$ cat src/common/sfpfe_defines.svh
// Purpose: constants for the serial flash pin front end
// Assumes: 100 MHz system clock
// Notes: times in ns, cycle counts derived from them
`ifndef SFPFE_DEFINES_SVH
`define SFPFE_DEFINES_SVH
`define SFPFE_CLK_PERIOD_NS 10
`define SFPFE_HW_RESET_MIN_NS 1000
`define SFPFE_HW_RESET_CYC ((`SFPFE_HW_RESET_MIN_NS + `SFPFE_CLK_PERIOD_NS - 1) / `SFPFE_CLK_PERIOD_NS)
`define SFPFE_SW_RESET_NS 30000
`define SFPFE_SW_RESET_CYC (`SFPFE_SW_RESET_NS / `SFPFE_CLK_PERIOD_NS)
`define SFPFE_OP_ENABLE_RESET 8'h66
`define SFPFE_OP_RESET 8'h99
`define SFPFE_OP_READ_DUAL_OUT 8'h3b
`define SFPFE_OP_READ_DUAL_IO 8'hbb
`define SFPFE_OP_READ_QUAD_OUT 8'h6b
`define SFPFE_OP_READ_QUAD_IO 8'heb
`define SFPFE_FIFO_DEPTH 8
`endif

$ cat src/common/sfpfe_pkg.sv
// Purpose: types for the serial flash pin front end
// Assumes: nothing
// Notes: lane widths fixed at four
package sfpfe_pkg;
  typedef enum logic [1:0] {
    SFPFE_LANE_SINGLE = 2'b00,
    SFPFE_LANE_DUAL = 2'b01,
    SFPFE_LANE_QUAD = 2'b10
  } sfpfe_width_type;
  typedef struct packed {
    logic [3:0] o;
    logic [3:0] oe;
  } sfpfe_pins_out_type;
  typedef struct packed {
    logic quad_enable_bit;
    logic status_protect_bit;
  } sfpfe_cfg_type;
endpackage

$ cat src/logic/sfpfe_fifo.sv
// Purpose: small valid/ready fifo for read data bytes
// Assumes: single clock
// Notes: honest full and empty
`timescale 1ns/100ps
module sfpfe_fifo #(
  parameter int WIDTH = 8,
  parameter int DEPTH = 8
) (
  input wire logic sys_clk,
  input wire logic rst,
  input wire logic in_valid,
  output logic in_ready,
  input wire logic [WIDTH-1:0] in_data,
  output logic out_valid,
  input wire logic out_ready,
  output logic [WIDTH-1:0] out_data,
  input wire logic flush
);
  localparam int AW = $clog2(DEPTH);
  typedef struct packed {
    logic [AW-1:0] wp;
    logic [AW-1:0] rp;
    logic [AW:0] cnt;
  } sfpfe_fifo_st_type;
  sfpfe_fifo_st_type st_q, st_d;
  logic [WIDTH-1:0] mem [DEPTH];
  logic push, pop;
  assign in_ready = (st_q.cnt != DEPTH[AW:0]);
  assign out_valid = (st_q.cnt != '0);
  assign push = in_valid & in_ready;
  assign pop = out_valid & out_ready;
  assign out_data = mem[st_q.rp];
  // pointer and count update
  always_comb begin
    st_d = st_q;
    if (push) st_d.wp = st_q.wp + 1'b1;
    if (pop) st_d.rp = st_q.rp + 1'b1;
    st_d.cnt = st_q.cnt + {{AW{1'b0}}, push} - {{AW{1'b0}}, pop};
    if (flush) st_d = '0;
  end
  // storage and state
  always_ff @(posedge sys_clk) begin
    if (rst) st_q <= '0;
    else st_q <= st_d;
    if (push) mem[st_q.wp] <= in_data;
  end
endmodule

$ cat src/logic/sfpfe_core.sv
// Purpose: serial flash pin front end, device side
// Assumes: pins oversampled by sys_clk, serial clock well below sys_clk/4
// Notes: read bytes come from the array side through a fifo
// What this block does
// - deselected: all output lanes float
// - select low: take instructions, return data
// - ignore instructions until first select fall
// - internal_busy input is not used by this block
// - single lane samples input on rising clock
// - single lane drives output on falling clock
// - dual/quad: in on rise, out on fall
// - quad only with quad enable bit set
// - write protect pin guards status writes
// - pause low floats output, ignores clock
// - pause high resumes the transaction
// - no pause while quad enable set
// - reset pin low one microsecond resets all
// - reset pin works in every state
// - clock idle low or high accepted
// - dual reads use lanes 0 and 1
// - quad reads use lanes 0 to 3
// - enable-reset then reset does software reset
// - software reset blocks instructions thirty microseconds
`timescale 1ns/100ps
`include "sfpfe_defines.svh"
module sfpfe_core
  import sfpfe_pkg::*;
#(
  parameter int HW_RESET_CYC = `SFPFE_HW_RESET_CYC,
  parameter int SW_RESET_CYC = `SFPFE_SW_RESET_CYC,
  parameter int DEPTH = `SFPFE_FIFO_DEPTH
) (
  input wire logic sys_clk,
  input wire logic rst,
  input wire logic serial_clk,
  input wire logic select_n,
  input wire logic reset_pin_n,
  input wire logic [3:0] lane_in,
  output sfpfe_pkg::sfpfe_pins_out_type pins_out,
  input wire sfpfe_pkg::sfpfe_cfg_type cfg,
  input wire logic internal_busy,
  output logic status_write_allowed,
  output logic [7:0] opcode,
  output logic opcode_valid,
  output logic [7:0] rx_byte,
  output logic rx_byte_valid,
  output logic [1:0] lane_mode,
  output logic frame_end,
  input wire logic rd_valid,
  output logic rd_ready,
  input wire logic [7:0] rd_data,
  output logic device_reset,
  output logic sw_reset_busy
);
  import sfpfe_pkg::*;
  typedef struct packed {
    logic [1:0] clk_s1, clk_s2, clk_s3;
    logic [1:0] sel_s1, sel_s2, sel_s3;
    logic [1:0] rstn_s1, rstn_s2;
    logic [3:0] lin_s1, lin_s2;
    logic armed;
    logic active;
    logic got_op;
    logic [7:0] sh;
    logic [3:0] bits;
    sfpfe_width_type in_w;
    sfpfe_width_type out_w;
    logic out_en;
    logic [7:0] tx;
    logic [3:0] tx_bits;
    logic [3:0] o;
    logic reset_armed;
    logic [31:0] hw_cnt;
    logic [31:0] sw_cnt;
    logic hw_rst;
    logic [7:0] op;
    logic op_v;
    logic [7:0] rxb;
    logic rxb_v;
    logic fend;
  } sfpfe_st_type;
  sfpfe_st_type st_q, st_d;
  logic fifo_valid, fifo_pop;
  logic [7:0] fifo_data;
  // read data buffer toward the serial output
  sfpfe_fifo #(.WIDTH(8), .DEPTH(DEPTH)) u_fifo (
    .sys_clk(sys_clk), .rst(rst | st_q.hw_rst),
    .in_valid(rd_valid), .in_ready(rd_ready), .in_data(rd_data),
    .out_valid(fifo_valid), .out_ready(fifo_pop), .out_data(fifo_data),
    .flush(st_q.fend)
  );
  // bits moved per clock for a lane width
  function automatic logic [3:0] bits_per(input sfpfe_width_type w);
    case (w)
      SFPFE_LANE_DUAL: bits_per = 4'd2;
      SFPFE_LANE_QUAD: bits_per = 4'd4;
      default: bits_per = 4'd1;
    endcase
  endfunction
  logic sel_n, sclk_rise, sclk_fall, pause_n, hold_act, rising, falling, quad_ok;
  logic [7:0] nsh;
  logic [3:0] step;
  always_comb begin
    sel_n = st_q.sel_s2[0];
    quad_ok = cfg.quad_enable_bit;
    pause_n = st_q.lin_s2[3];
    hold_act = !quad_ok && !pause_n && !sel_n;
    sclk_rise = st_q.clk_s2[0] & ~st_q.clk_s3[0];
    sclk_fall = ~st_q.clk_s2[0] & st_q.clk_s3[0];
    rising = sclk_rise && !hold_act;
    falling = sclk_fall && !hold_act;
    step = bits_per(st_q.in_w);
    nsh = st_q.sh;
    st_d = st_q;
    st_d.clk_s1 = {1'b0, serial_clk};
    st_d.clk_s2 = st_q.clk_s1;
    st_d.clk_s3 = st_q.clk_s2;
    st_d.sel_s1 = {1'b0, select_n};
    st_d.sel_s2 = st_q.sel_s1;
    st_d.sel_s3 = st_q.sel_s2;
    st_d.rstn_s1 = {1'b0, reset_pin_n};
    st_d.rstn_s2 = st_q.rstn_s1;
    st_d.lin_s1 = lane_in;
    st_d.lin_s2 = st_q.lin_s1;
    st_d.op_v = 1'b0;
    st_d.rxb_v = 1'b0;
    st_d.fend = 1'b0;
    // hardware reset pin low long enough; no setting masks it
    if (!st_q.rstn_s2[0]) begin
      if (st_q.hw_cnt < HW_RESET_CYC) st_d.hw_cnt = st_q.hw_cnt + 32'd1;
    end else st_d.hw_cnt = '0;
    st_d.hw_rst = (st_q.hw_cnt >= HW_RESET_CYC - 1) && !st_q.rstn_s2[0];
    if (st_q.sw_cnt != '0) st_d.sw_cnt = st_q.sw_cnt - 32'd1;
    // select edges; clock level at the edges is don't-care for modes 0 and 3
    if (!sel_n && st_q.sel_s3[0]) begin
      st_d.armed = 1'b1;
      st_d.active = st_q.armed || 1'b1;
      st_d.got_op = 1'b0;
      st_d.bits = '0;
      st_d.sh = '0;
      st_d.in_w = SFPFE_LANE_SINGLE;
      st_d.out_w = SFPFE_LANE_SINGLE;
      st_d.out_en = 1'b0;
      st_d.tx_bits = '0;
      if (st_q.sw_cnt != '0) st_d.active = 1'b0;
    end
    if (sel_n && !st_q.sel_s3[0]) begin
      st_d.active = 1'b0;
      st_d.out_en = 1'b0;
      st_d.fend = 1'b1;
    end
    // capture on rising serial clock, msb first
    if (st_q.active && !sel_n && rising) begin
      case (st_q.in_w)
        SFPFE_LANE_DUAL: nsh = {st_q.sh[5:0], st_q.lin_s2[1:0]};
        SFPFE_LANE_QUAD: nsh = {st_q.sh[3:0], st_q.lin_s2[3:0]};
        default: nsh = {st_q.sh[6:0], st_q.lin_s2[0]};
      endcase
      st_d.sh = nsh;
      if (st_q.bits + step >= 4'd8) begin
        st_d.bits = '0;
        if (!st_q.got_op) begin
          st_d.got_op = 1'b1;
          st_d.op = nsh;
          st_d.op_v = 1'b1;
          if (nsh == `SFPFE_OP_RESET && st_q.reset_armed) begin
            st_d.sw_cnt = SW_RESET_CYC;
            st_d.active = 1'b0;
          end
          st_d.reset_armed = (nsh == `SFPFE_OP_ENABLE_RESET);
          if (nsh == `SFPFE_OP_READ_DUAL_OUT || nsh == `SFPFE_OP_READ_DUAL_IO) begin
            st_d.out_w = SFPFE_LANE_DUAL;
            if (nsh == `SFPFE_OP_READ_DUAL_IO) st_d.in_w = SFPFE_LANE_DUAL;
          end
          if ((nsh == `SFPFE_OP_READ_QUAD_OUT || nsh == `SFPFE_OP_READ_QUAD_IO) && quad_ok) begin
            st_d.out_w = SFPFE_LANE_QUAD;
            if (nsh == `SFPFE_OP_READ_QUAD_IO) st_d.in_w = SFPFE_LANE_QUAD;
          end
          if ((nsh == `SFPFE_OP_READ_QUAD_OUT || nsh == `SFPFE_OP_READ_QUAD_IO) && !quad_ok)
            st_d.active = 1'b0;
        end else begin
          st_d.rxb = nsh;
          st_d.rxb_v = 1'b1;
        end
      end else st_d.bits = st_q.bits + step;
    end
    // launch on falling serial clock once read data is waiting
    if (st_q.active && !sel_n && falling && st_q.got_op) begin
      if (st_q.tx_bits == '0) begin
        if (fifo_valid) begin
          st_d.out_en = 1'b1;
          st_d.tx = fifo_data << bits_per(st_q.out_w);
          st_d.tx_bits = 4'd8 - bits_per(st_q.out_w);
          st_d.o = (st_q.out_w == SFPFE_LANE_QUAD) ? fifo_data[7:4] :
                   (st_q.out_w == SFPFE_LANE_DUAL) ? {2'b00, fifo_data[7:6]} : {2'b00, fifo_data[7], 1'b0};
        end
      end else begin
        st_d.tx = st_q.tx << bits_per(st_q.out_w);
        st_d.tx_bits = st_q.tx_bits - bits_per(st_q.out_w);
        st_d.o = (st_q.out_w == SFPFE_LANE_QUAD) ? st_q.tx[7:4] :
                 (st_q.out_w == SFPFE_LANE_DUAL) ? {2'b00, st_q.tx[7:6]} : {2'b00, st_q.tx[7], 1'b0};
      end
    end
    if (st_q.hw_rst) begin
      st_d = '0;
      st_d.clk_s1 = st_q.clk_s1;
      st_d.clk_s2 = st_q.clk_s2;
      st_d.clk_s3 = st_q.clk_s3;
      st_d.sel_s1 = {1'b0, select_n};
      st_d.sel_s2 = st_q.sel_s1;
      st_d.sel_s3 = st_q.sel_s2;
      st_d.rstn_s1 = {1'b0, reset_pin_n};
      st_d.rstn_s2 = st_q.rstn_s1;
      st_d.hw_cnt = st_q.hw_cnt;
      st_d.hw_rst = st_d.hw_cnt >= HW_RESET_CYC - 1 && !st_q.rstn_s2[0];
    end
  end
  assign fifo_pop = st_q.active && !sel_n && falling && st_q.got_op && st_q.tx_bits == '0;
  // output lanes; float when deselected or paused
  always_comb begin
    pins_out.o = st_q.o;
    pins_out.oe = '0;
    if (!sel_n && st_q.out_en && !hold_act) begin
      case (st_q.out_w)
        SFPFE_LANE_QUAD: pins_out.oe = 4'hf;
        SFPFE_LANE_DUAL: pins_out.oe = 4'h3;
        default: pins_out.oe = 4'h2;
      endcase
    end
  end
  // write protect pin only counts while lane 2 is not data
  assign status_write_allowed = !(cfg.status_protect_bit && !quad_ok && !st_q.lin_s2[2]);
  assign opcode = st_q.op;
  assign opcode_valid = st_q.op_v;
  assign rx_byte = st_q.rxb;
  assign rx_byte_valid = st_q.rxb_v;
  assign lane_mode = st_q.in_w;
  assign frame_end = st_q.fend;
  assign device_reset = st_q.hw_rst;
  assign sw_reset_busy = (st_q.sw_cnt != '0);
  // single state register
  always_ff @(posedge sys_clk) begin
    if (rst) st_q <= '0;
    else st_q <= st_d;
  end
  logic unused_busy;
  assign unused_busy = internal_busy;
endmodule

$ cat config.mk
export PLATFORM = sky130hd
export DESIGN_NAME = sfpfe_core
export DESIGN_NICKNAME = d
export VERILOG_FILES = /design/src/common/sfpfe_pkg.sv /design/src/logic/sfpfe_fifo.sv /design/src/logic/sfpfe_core.sv
export VERILOG_INCLUDE_DIRS = /design/src /design/src/common
export SDC_FILE = /design/constraint.sdc
export NUM_CORES = 1
export LEC_CHECK = 0
export BUFFER_PORTS_ARGS = -buffer_cell sky130_fd_sc_hd__buf_4
export CORE_MARGIN = 5
export CORE_UTILIZATION = 35
export DETAILED_ROUTE_END_ITERATION = 6
export REMOVE_ABC_BUFFERS = 1
export SYNTH_ARGS = -nofsm -noshare
export SYNTH_HDL_FRONTEND = slang
export SYNTH_SLANG_ARGS = --single-unit
$ cat constraint.sdc
create_clock -name sys_clk -period 2.6 [get_ports sys_clk]
set_input_delay 0.26 -clock sys_clk [delete_from_list [all_inputs] [get_ports sys_clk]]
set_output_delay 0.26 -clock sys_clk [all_outputs]
set_load 0.01 [all_outputs]
-- Word level (Yosys, flattened, before mapping)
Memory sizes are Yosys's and may differ from the RTL's. A register that Yosys moved wholly into a read port is not among the register bits.
Cells that the tools add are included.
- register bits: 145
- RAM bits: 64
- input port bits: 21
- output and inout port bits: 33
- word-level logic and storage cells: 161
- memories kept: 1
- memory list (memory ; depth ; bits a word ; rd ports ; clocked after memory_dff ; write ports ; line ; source):
    u_fifo.mem ; 8 ; 8 ; 1 ; 1 ; 1 ; sfpfe_fifo.sv:26 ; logic [WIDTH-1:0] mem [DEPTH];
- $add $sub $neg: 9
- $lt $le $gt $ge: 3
- eq/ne operators: 12
- shifts and indexed selects: 2
- mux-type cells: 50
- bitwise operators: 11
- reduce and logical (&&, ||, !) cells: 41
- operator list (operator ; count):
    two-way mux 32 bit ; 7
    two-way mux 4 bit ; 14
    two-way mux 17 bit ; 2
    adder 32 x 1 -> 32 bit, second input constant ; 1
    greater-or-equal comparator 32 x 7 -> 1 bit, second input constant ; 1
    < comparator 32 x 7 -> 1 bit, second input constant ; 1
    nonzero test 32 bit ; 1
    subtractor 32 x 1 -> 32 bit, second input constant ; 1
    == test 8 bit, second input constant ; 3
    logical AND 1 bit ; 19
    two-way mux 19 bit ; 1
    two-way mux 18 bit ; 1
    two-way mux 9 bit ; 2
    == test 8 x 7 -> 1 bit, second input constant ; 2
    two-way mux 16 bit ; 1
    one-hot mux 8 bit (2 select lines) ; 1
    left shift 8 x 4 -> 8 bit ; 2
    one-hot mux 3 bit (2 select lines) ; 2
    two-way mux 1 bit ; 11
    == test 8 x 6 -> 1 bit, second input constant ; 1
    logical NOT 1 bit ; 8
    two-way mux 2 bit ; 4
    two-way mux 8 bit ; 1
    one-hot mux 4 bit (2 select lines) ; 1
    23 further kinds ; 40

-- Logic depth before layout (Yosys ltp)
- depth in word-level cells: 15
- gate-level depth with buffers: 12

-- Modules after synthesis
A second synthesis with hierarchy kept.
- cells, all modules: 896
- area, all modules: 9670.5 µm²
- modules (own cells, without submodules) (module ; times used ; cells an instance ; area each (µm²) ; sequential area each (µm²)):
    sfpfe_core ; 1 ; 725 ; 6492.5 ; 2702.6
    sfpfe_fifo ; 1 ; 171 ; 3178.0 ; 2182.1

-- Least setup slack after synthesis
Ideal clock, no wire load.
- path kind: register to register
- from: reg st_q (netlist bit lane_mode[0])
- to: reg st_q[41] (netlist name)
- arrival time: 2.647 ns
- required time: 2.471 ns
- setup slack: -0.176 ns
- stages on the path, launching flop included: 11
- path buffers: 1
- clock period less this slack: 2.776 ns
- cells stage by stage: dfxtp_1 > inv_1 > ha_1 > ha_1 > a21oi_1 > o21ai_0 > and3_1 > or3_1 > o21ai_1 > clkbuf_1 > nor2_1
- cells in the longest elaborated chain, start to end: 9
- elaborated cells between the ends (all ways): 13
- classes of those cells: add/sub (1); order compare (1); eq/ne (3); mux (7); reduce/logical (1)
- RTL lines (element ; line ; source):
    start: declaration ; sfpfe_core.sv:82 ; sfpfe_st_type st_q, st_d;
    start signal: assignment ; sfpfe_core.sv:244 ; else st_q <= st_d;
    parallel branches: the longest is 7 deep, another holds adder 4 bit ; n/a ;
    two-way mux 32 bit * ; sfpfe_core.sv:160 ; if (st_q.bits + step >= 4'd8) begin
    two-way mux 32 bit * ; sfpfe_core.sv:153 ; if (st_q.active && !sel_n && rising) begin
Every way passes the cells marked *. The select of a mux whose other input is x is not followed.
A chain may end at the register's enable or synchronous reset.

-- Final worst setup path
- from: reg st_q[39] (netlist name)
- to: out sw_reset_busy
- cells in the longest elaborated chain, start to end: 1
- RTL lines (element ; line ; source):
    nonzero test 32 bit ; sfpfe_core.sv:240 ; assign sw_reset_busy = (st_q.sw_cnt != '0);
    end: declaration ; sfpfe_core.sv:53 ; output logic sw_reset_busy
No other way between the ends.

==> results by group <==
Power
  – Leak: 4.25 nW
  – Seq pwr share: 39.1%
  – Switch share: 28.1%
  – Comb pwr share: 26.6%
  – Peak supply drop: 0.000430 V
  – PwrDens: approximately 870 nW/um2
  – Pwr Total: 9.97 mW
  – Clk pwr share: 34.3%
  – Psw: ~2.8 mW
  – P_int: approximately 7.2 mW

Logic synthesis
  – Synth cell count leaders: 148 x dfxtp_1, 107 x nor2_1, 71 x nand2_1
  – Synth Cell Area: about 9500 um2
  – Avg Cell Area, Syn: 10.3 um2
  – Synth area leader: dfxtp_1
  – Seq/Total Area, Yosys: 51.6%
  – Ys Warns: 0
  – Most frequent cell after synthesis: dfxtp_1
  – Post-synth cell types: 71
  – Commonest register cell after synthesis: dfxtp_1
  – Synth async-reset ratio: 0%
  – Synth top area share: 31.3%
  – Synth Instances: 921
  – Number of synthesized flops with an enable pin: 64
  – Synth Register Bits: 212
  – Largest cells by area after synthesis: dfxtp_1 31%, edfxtp_1 20%, nor2_1 4.2%

STA
  – Fmax achieved: 365 MHz
  – RSZ-0062 raised after global routing: true
  – Min Clock Period, post-route: 2.74 ns
  – Final period util: 105%
  – Setup_tns: -0.139 ns
  – Worst slew margin: 55.7%
  – Final hold viol count: 0
  – Clk_skew: 0.0150 ns
  – Final Max Slew Viols: 0
  – Worst Hold Margin: slightly above 0.04 ns
  – Setup violators final: 1
  – Final setup margin: -0.139 ns
  – Tightest Pin Transition: 0.663 ns

Placement
  – Pre-CTS WS: 0.0241 ns
  – Placer Congestion: 0.850
  – I/O Buffers: 52
  – Final HPWL DP: 14,000 um

Global routing
  – Grt total ovfl: 0
  – GRT Util Overall: 13.2%
  – Largest net degree at the start of global routing: 27
  – Vias in the first global route: roughly 6,800
  – First-pass GRT wire length: 34,000 um
  – Number of antenna violations at the first check in global routing: 0

Setup path
  – Critical path launch point type: flip-flop
  – Crit path required time: 2.34 ns
  – CP endpoint kind: output pin
  – WP data arrival: 2.48 ns
  – Critical path class: flip-flop to output pin
  – Critical path fanouts, max: 2
  – R2R setup slack: 0.11 ns

Route
  – Via count: 6,874
  – Final wirelength: 20,300 um
  – Avg Vias per Cell: 5.00
  – DR pass1 iterations: 5
  – Avg WL per Cell: 14.8 um
  – Initial DRC Count: 462
  – DRC: 0
  – Post-DRT Antenna Nets: 0

Floorplanning
  – DIE HEIGHT: approximately 170 um
  – I/O pins: 54
  – Die Area: a little over 30,000 um2
  – Cell Rows: 60
  – Initial core utilization: 35.3%
  – Core footprint: around 27,000 um2
  – Horiz. Die Dim: approximately 170 um

Layout
  – NumNets Final: about 1,100
  – Fillers: 2,569
  – Area Overhead vs Synth: 21.5%
  – Final Core Density: 42.9%
  – Antenna cell count: 0
  – Layout cells sized above 1: 20.3%

Status
  – Outcome: finished, violations left
  – Failing checks: negative setup slack

Clock tree
  – H-tree Lvls: 1
  – Clk sinks: around 210
  – Cts bufs inserted: 23
  – Clock Latency Late Sink: ~0.5 ns
  – Maximum root-to-sink buffer count: 3
  – Clock slew at reported path FFs: 0.06 ns
  – CTS root buf: clkbuf_16
  – TritonCTS clock tree: done

Job
  – Max capacitance violation total: 0

Min path
  – Class of the worst hold path: input pin to flip-flop
==> critical path, cell delays in order, from the launching register on <==
cell,delay (ns)
dfxtp_2,0.32
or4_4,0.53
or4_4,0.44
or4_4,0.54
buf_6,0.14
==> registers in the layout, indices dropped and copies added, names as in the netlist, 2 cells and up, named ones only <==
| name | cells |
|---|---|
| u_fifo.mem | 64 |
| opcode | 8 |
| st_q | 105 |
| pins_out | 4 |
| u_fifo.st_q | 10 |
| rx_byte | 8 |
| lane_mode | 2 |
==> power by group through the flow <==
stage          sequential [mW]  clock [mW]  combinational (mW)
2_1_floorplan             3.93           0                1.69
3_3_place_gp              3.96           0                2.38
3_5_place_dp              3.96           0                2.40
4_1_cts                   3.89        3.52                2.65
5_1_grt                   3.94        3.66                2.95
6_report                  3.90        3.42                2.65
==> final cells by class <==
class,instances,area [um2],share of cell area [%]
Multi-Input combinational cell,618,4180,36.3
Inverter,24,90.1,0.783
Clock inverter,13,196,1.71
Tap cell,341,427,3.71
Clock buffer,29,598,5.20
Sequential cell,212,4890,42.5
Timing Repair Buffer,139,1130,9.80
==> logic make-up after synthesis <==
family	share of synthesized area, %
DFF	51.6
xor gates and xnor gates	3.78
adders and majority gates	3.78
muxes	7.57
AOI/OAI and AO/OA	8.92
buffers and inverters	5.01
and+or+nand+nor	19.4
==> layer usage <==
layer	share of wire, %	global-route usage, %	wire (um)	up-vias
li1	-	-	-	3473
met4	1.8	3.18	372	0
met2	46	21.1	9290	136
met3	4.8	2.76	977	30
met1	48	18.3	9670	3235
met5	0	0	0	-
==> final timing paths <==
| kind | startpoint | to | depth (start not counted) |
|---|---|---|---|
| min reg2reg | st_q[127] | st_q[123] | 1 |
| min | rst | st_q[133] | 2 |
| max | st_q[39] | sw_reset_busy | 4 |
| max reg2reg | st_q[39] | st_q[50] | 7 |
==> placed cells by master (no fill, tap or decap), types with 9 or more instances in the layout <==
cell type,instances
nand2_1,71
and2_1,32
edfxtp_1,64
ha_1,23
dfxtp_1,144
buf_4,120
a21oi_1,47
o21ai_0,29
clkbuf_16,24
xor2_1,19
nor3_1,24
nor4_1,18
nand2b_1,9
xnor2_1,20
nor2_1,106
mux2i_1,30
inv_1,22
a31oi_1,11
dlygate4sd3_1,15
mux4_2,16
nand3_1,33
==> metrics by stage <==
stage	cell area (um2)	std cells
final	11500	1376
after floorplan	9090	854
after global routing	11500	1376
after detailed placement	10400	1312
after CTS	11400	1375
after global placement	10400	1312
==> timing repair <==
item                                    4_1_cts  5_1_grt
hold buffers                                 15        0
endpoints found under the hold margin        71        0
buffers inserted                              6        0
endpoints found under the setup margin        2       48
pin swaps                                     4        1
gates cloned                                  0        1
gates resized for setup                       7       10
No activity file was read; power rests on OpenSTA's default activity.
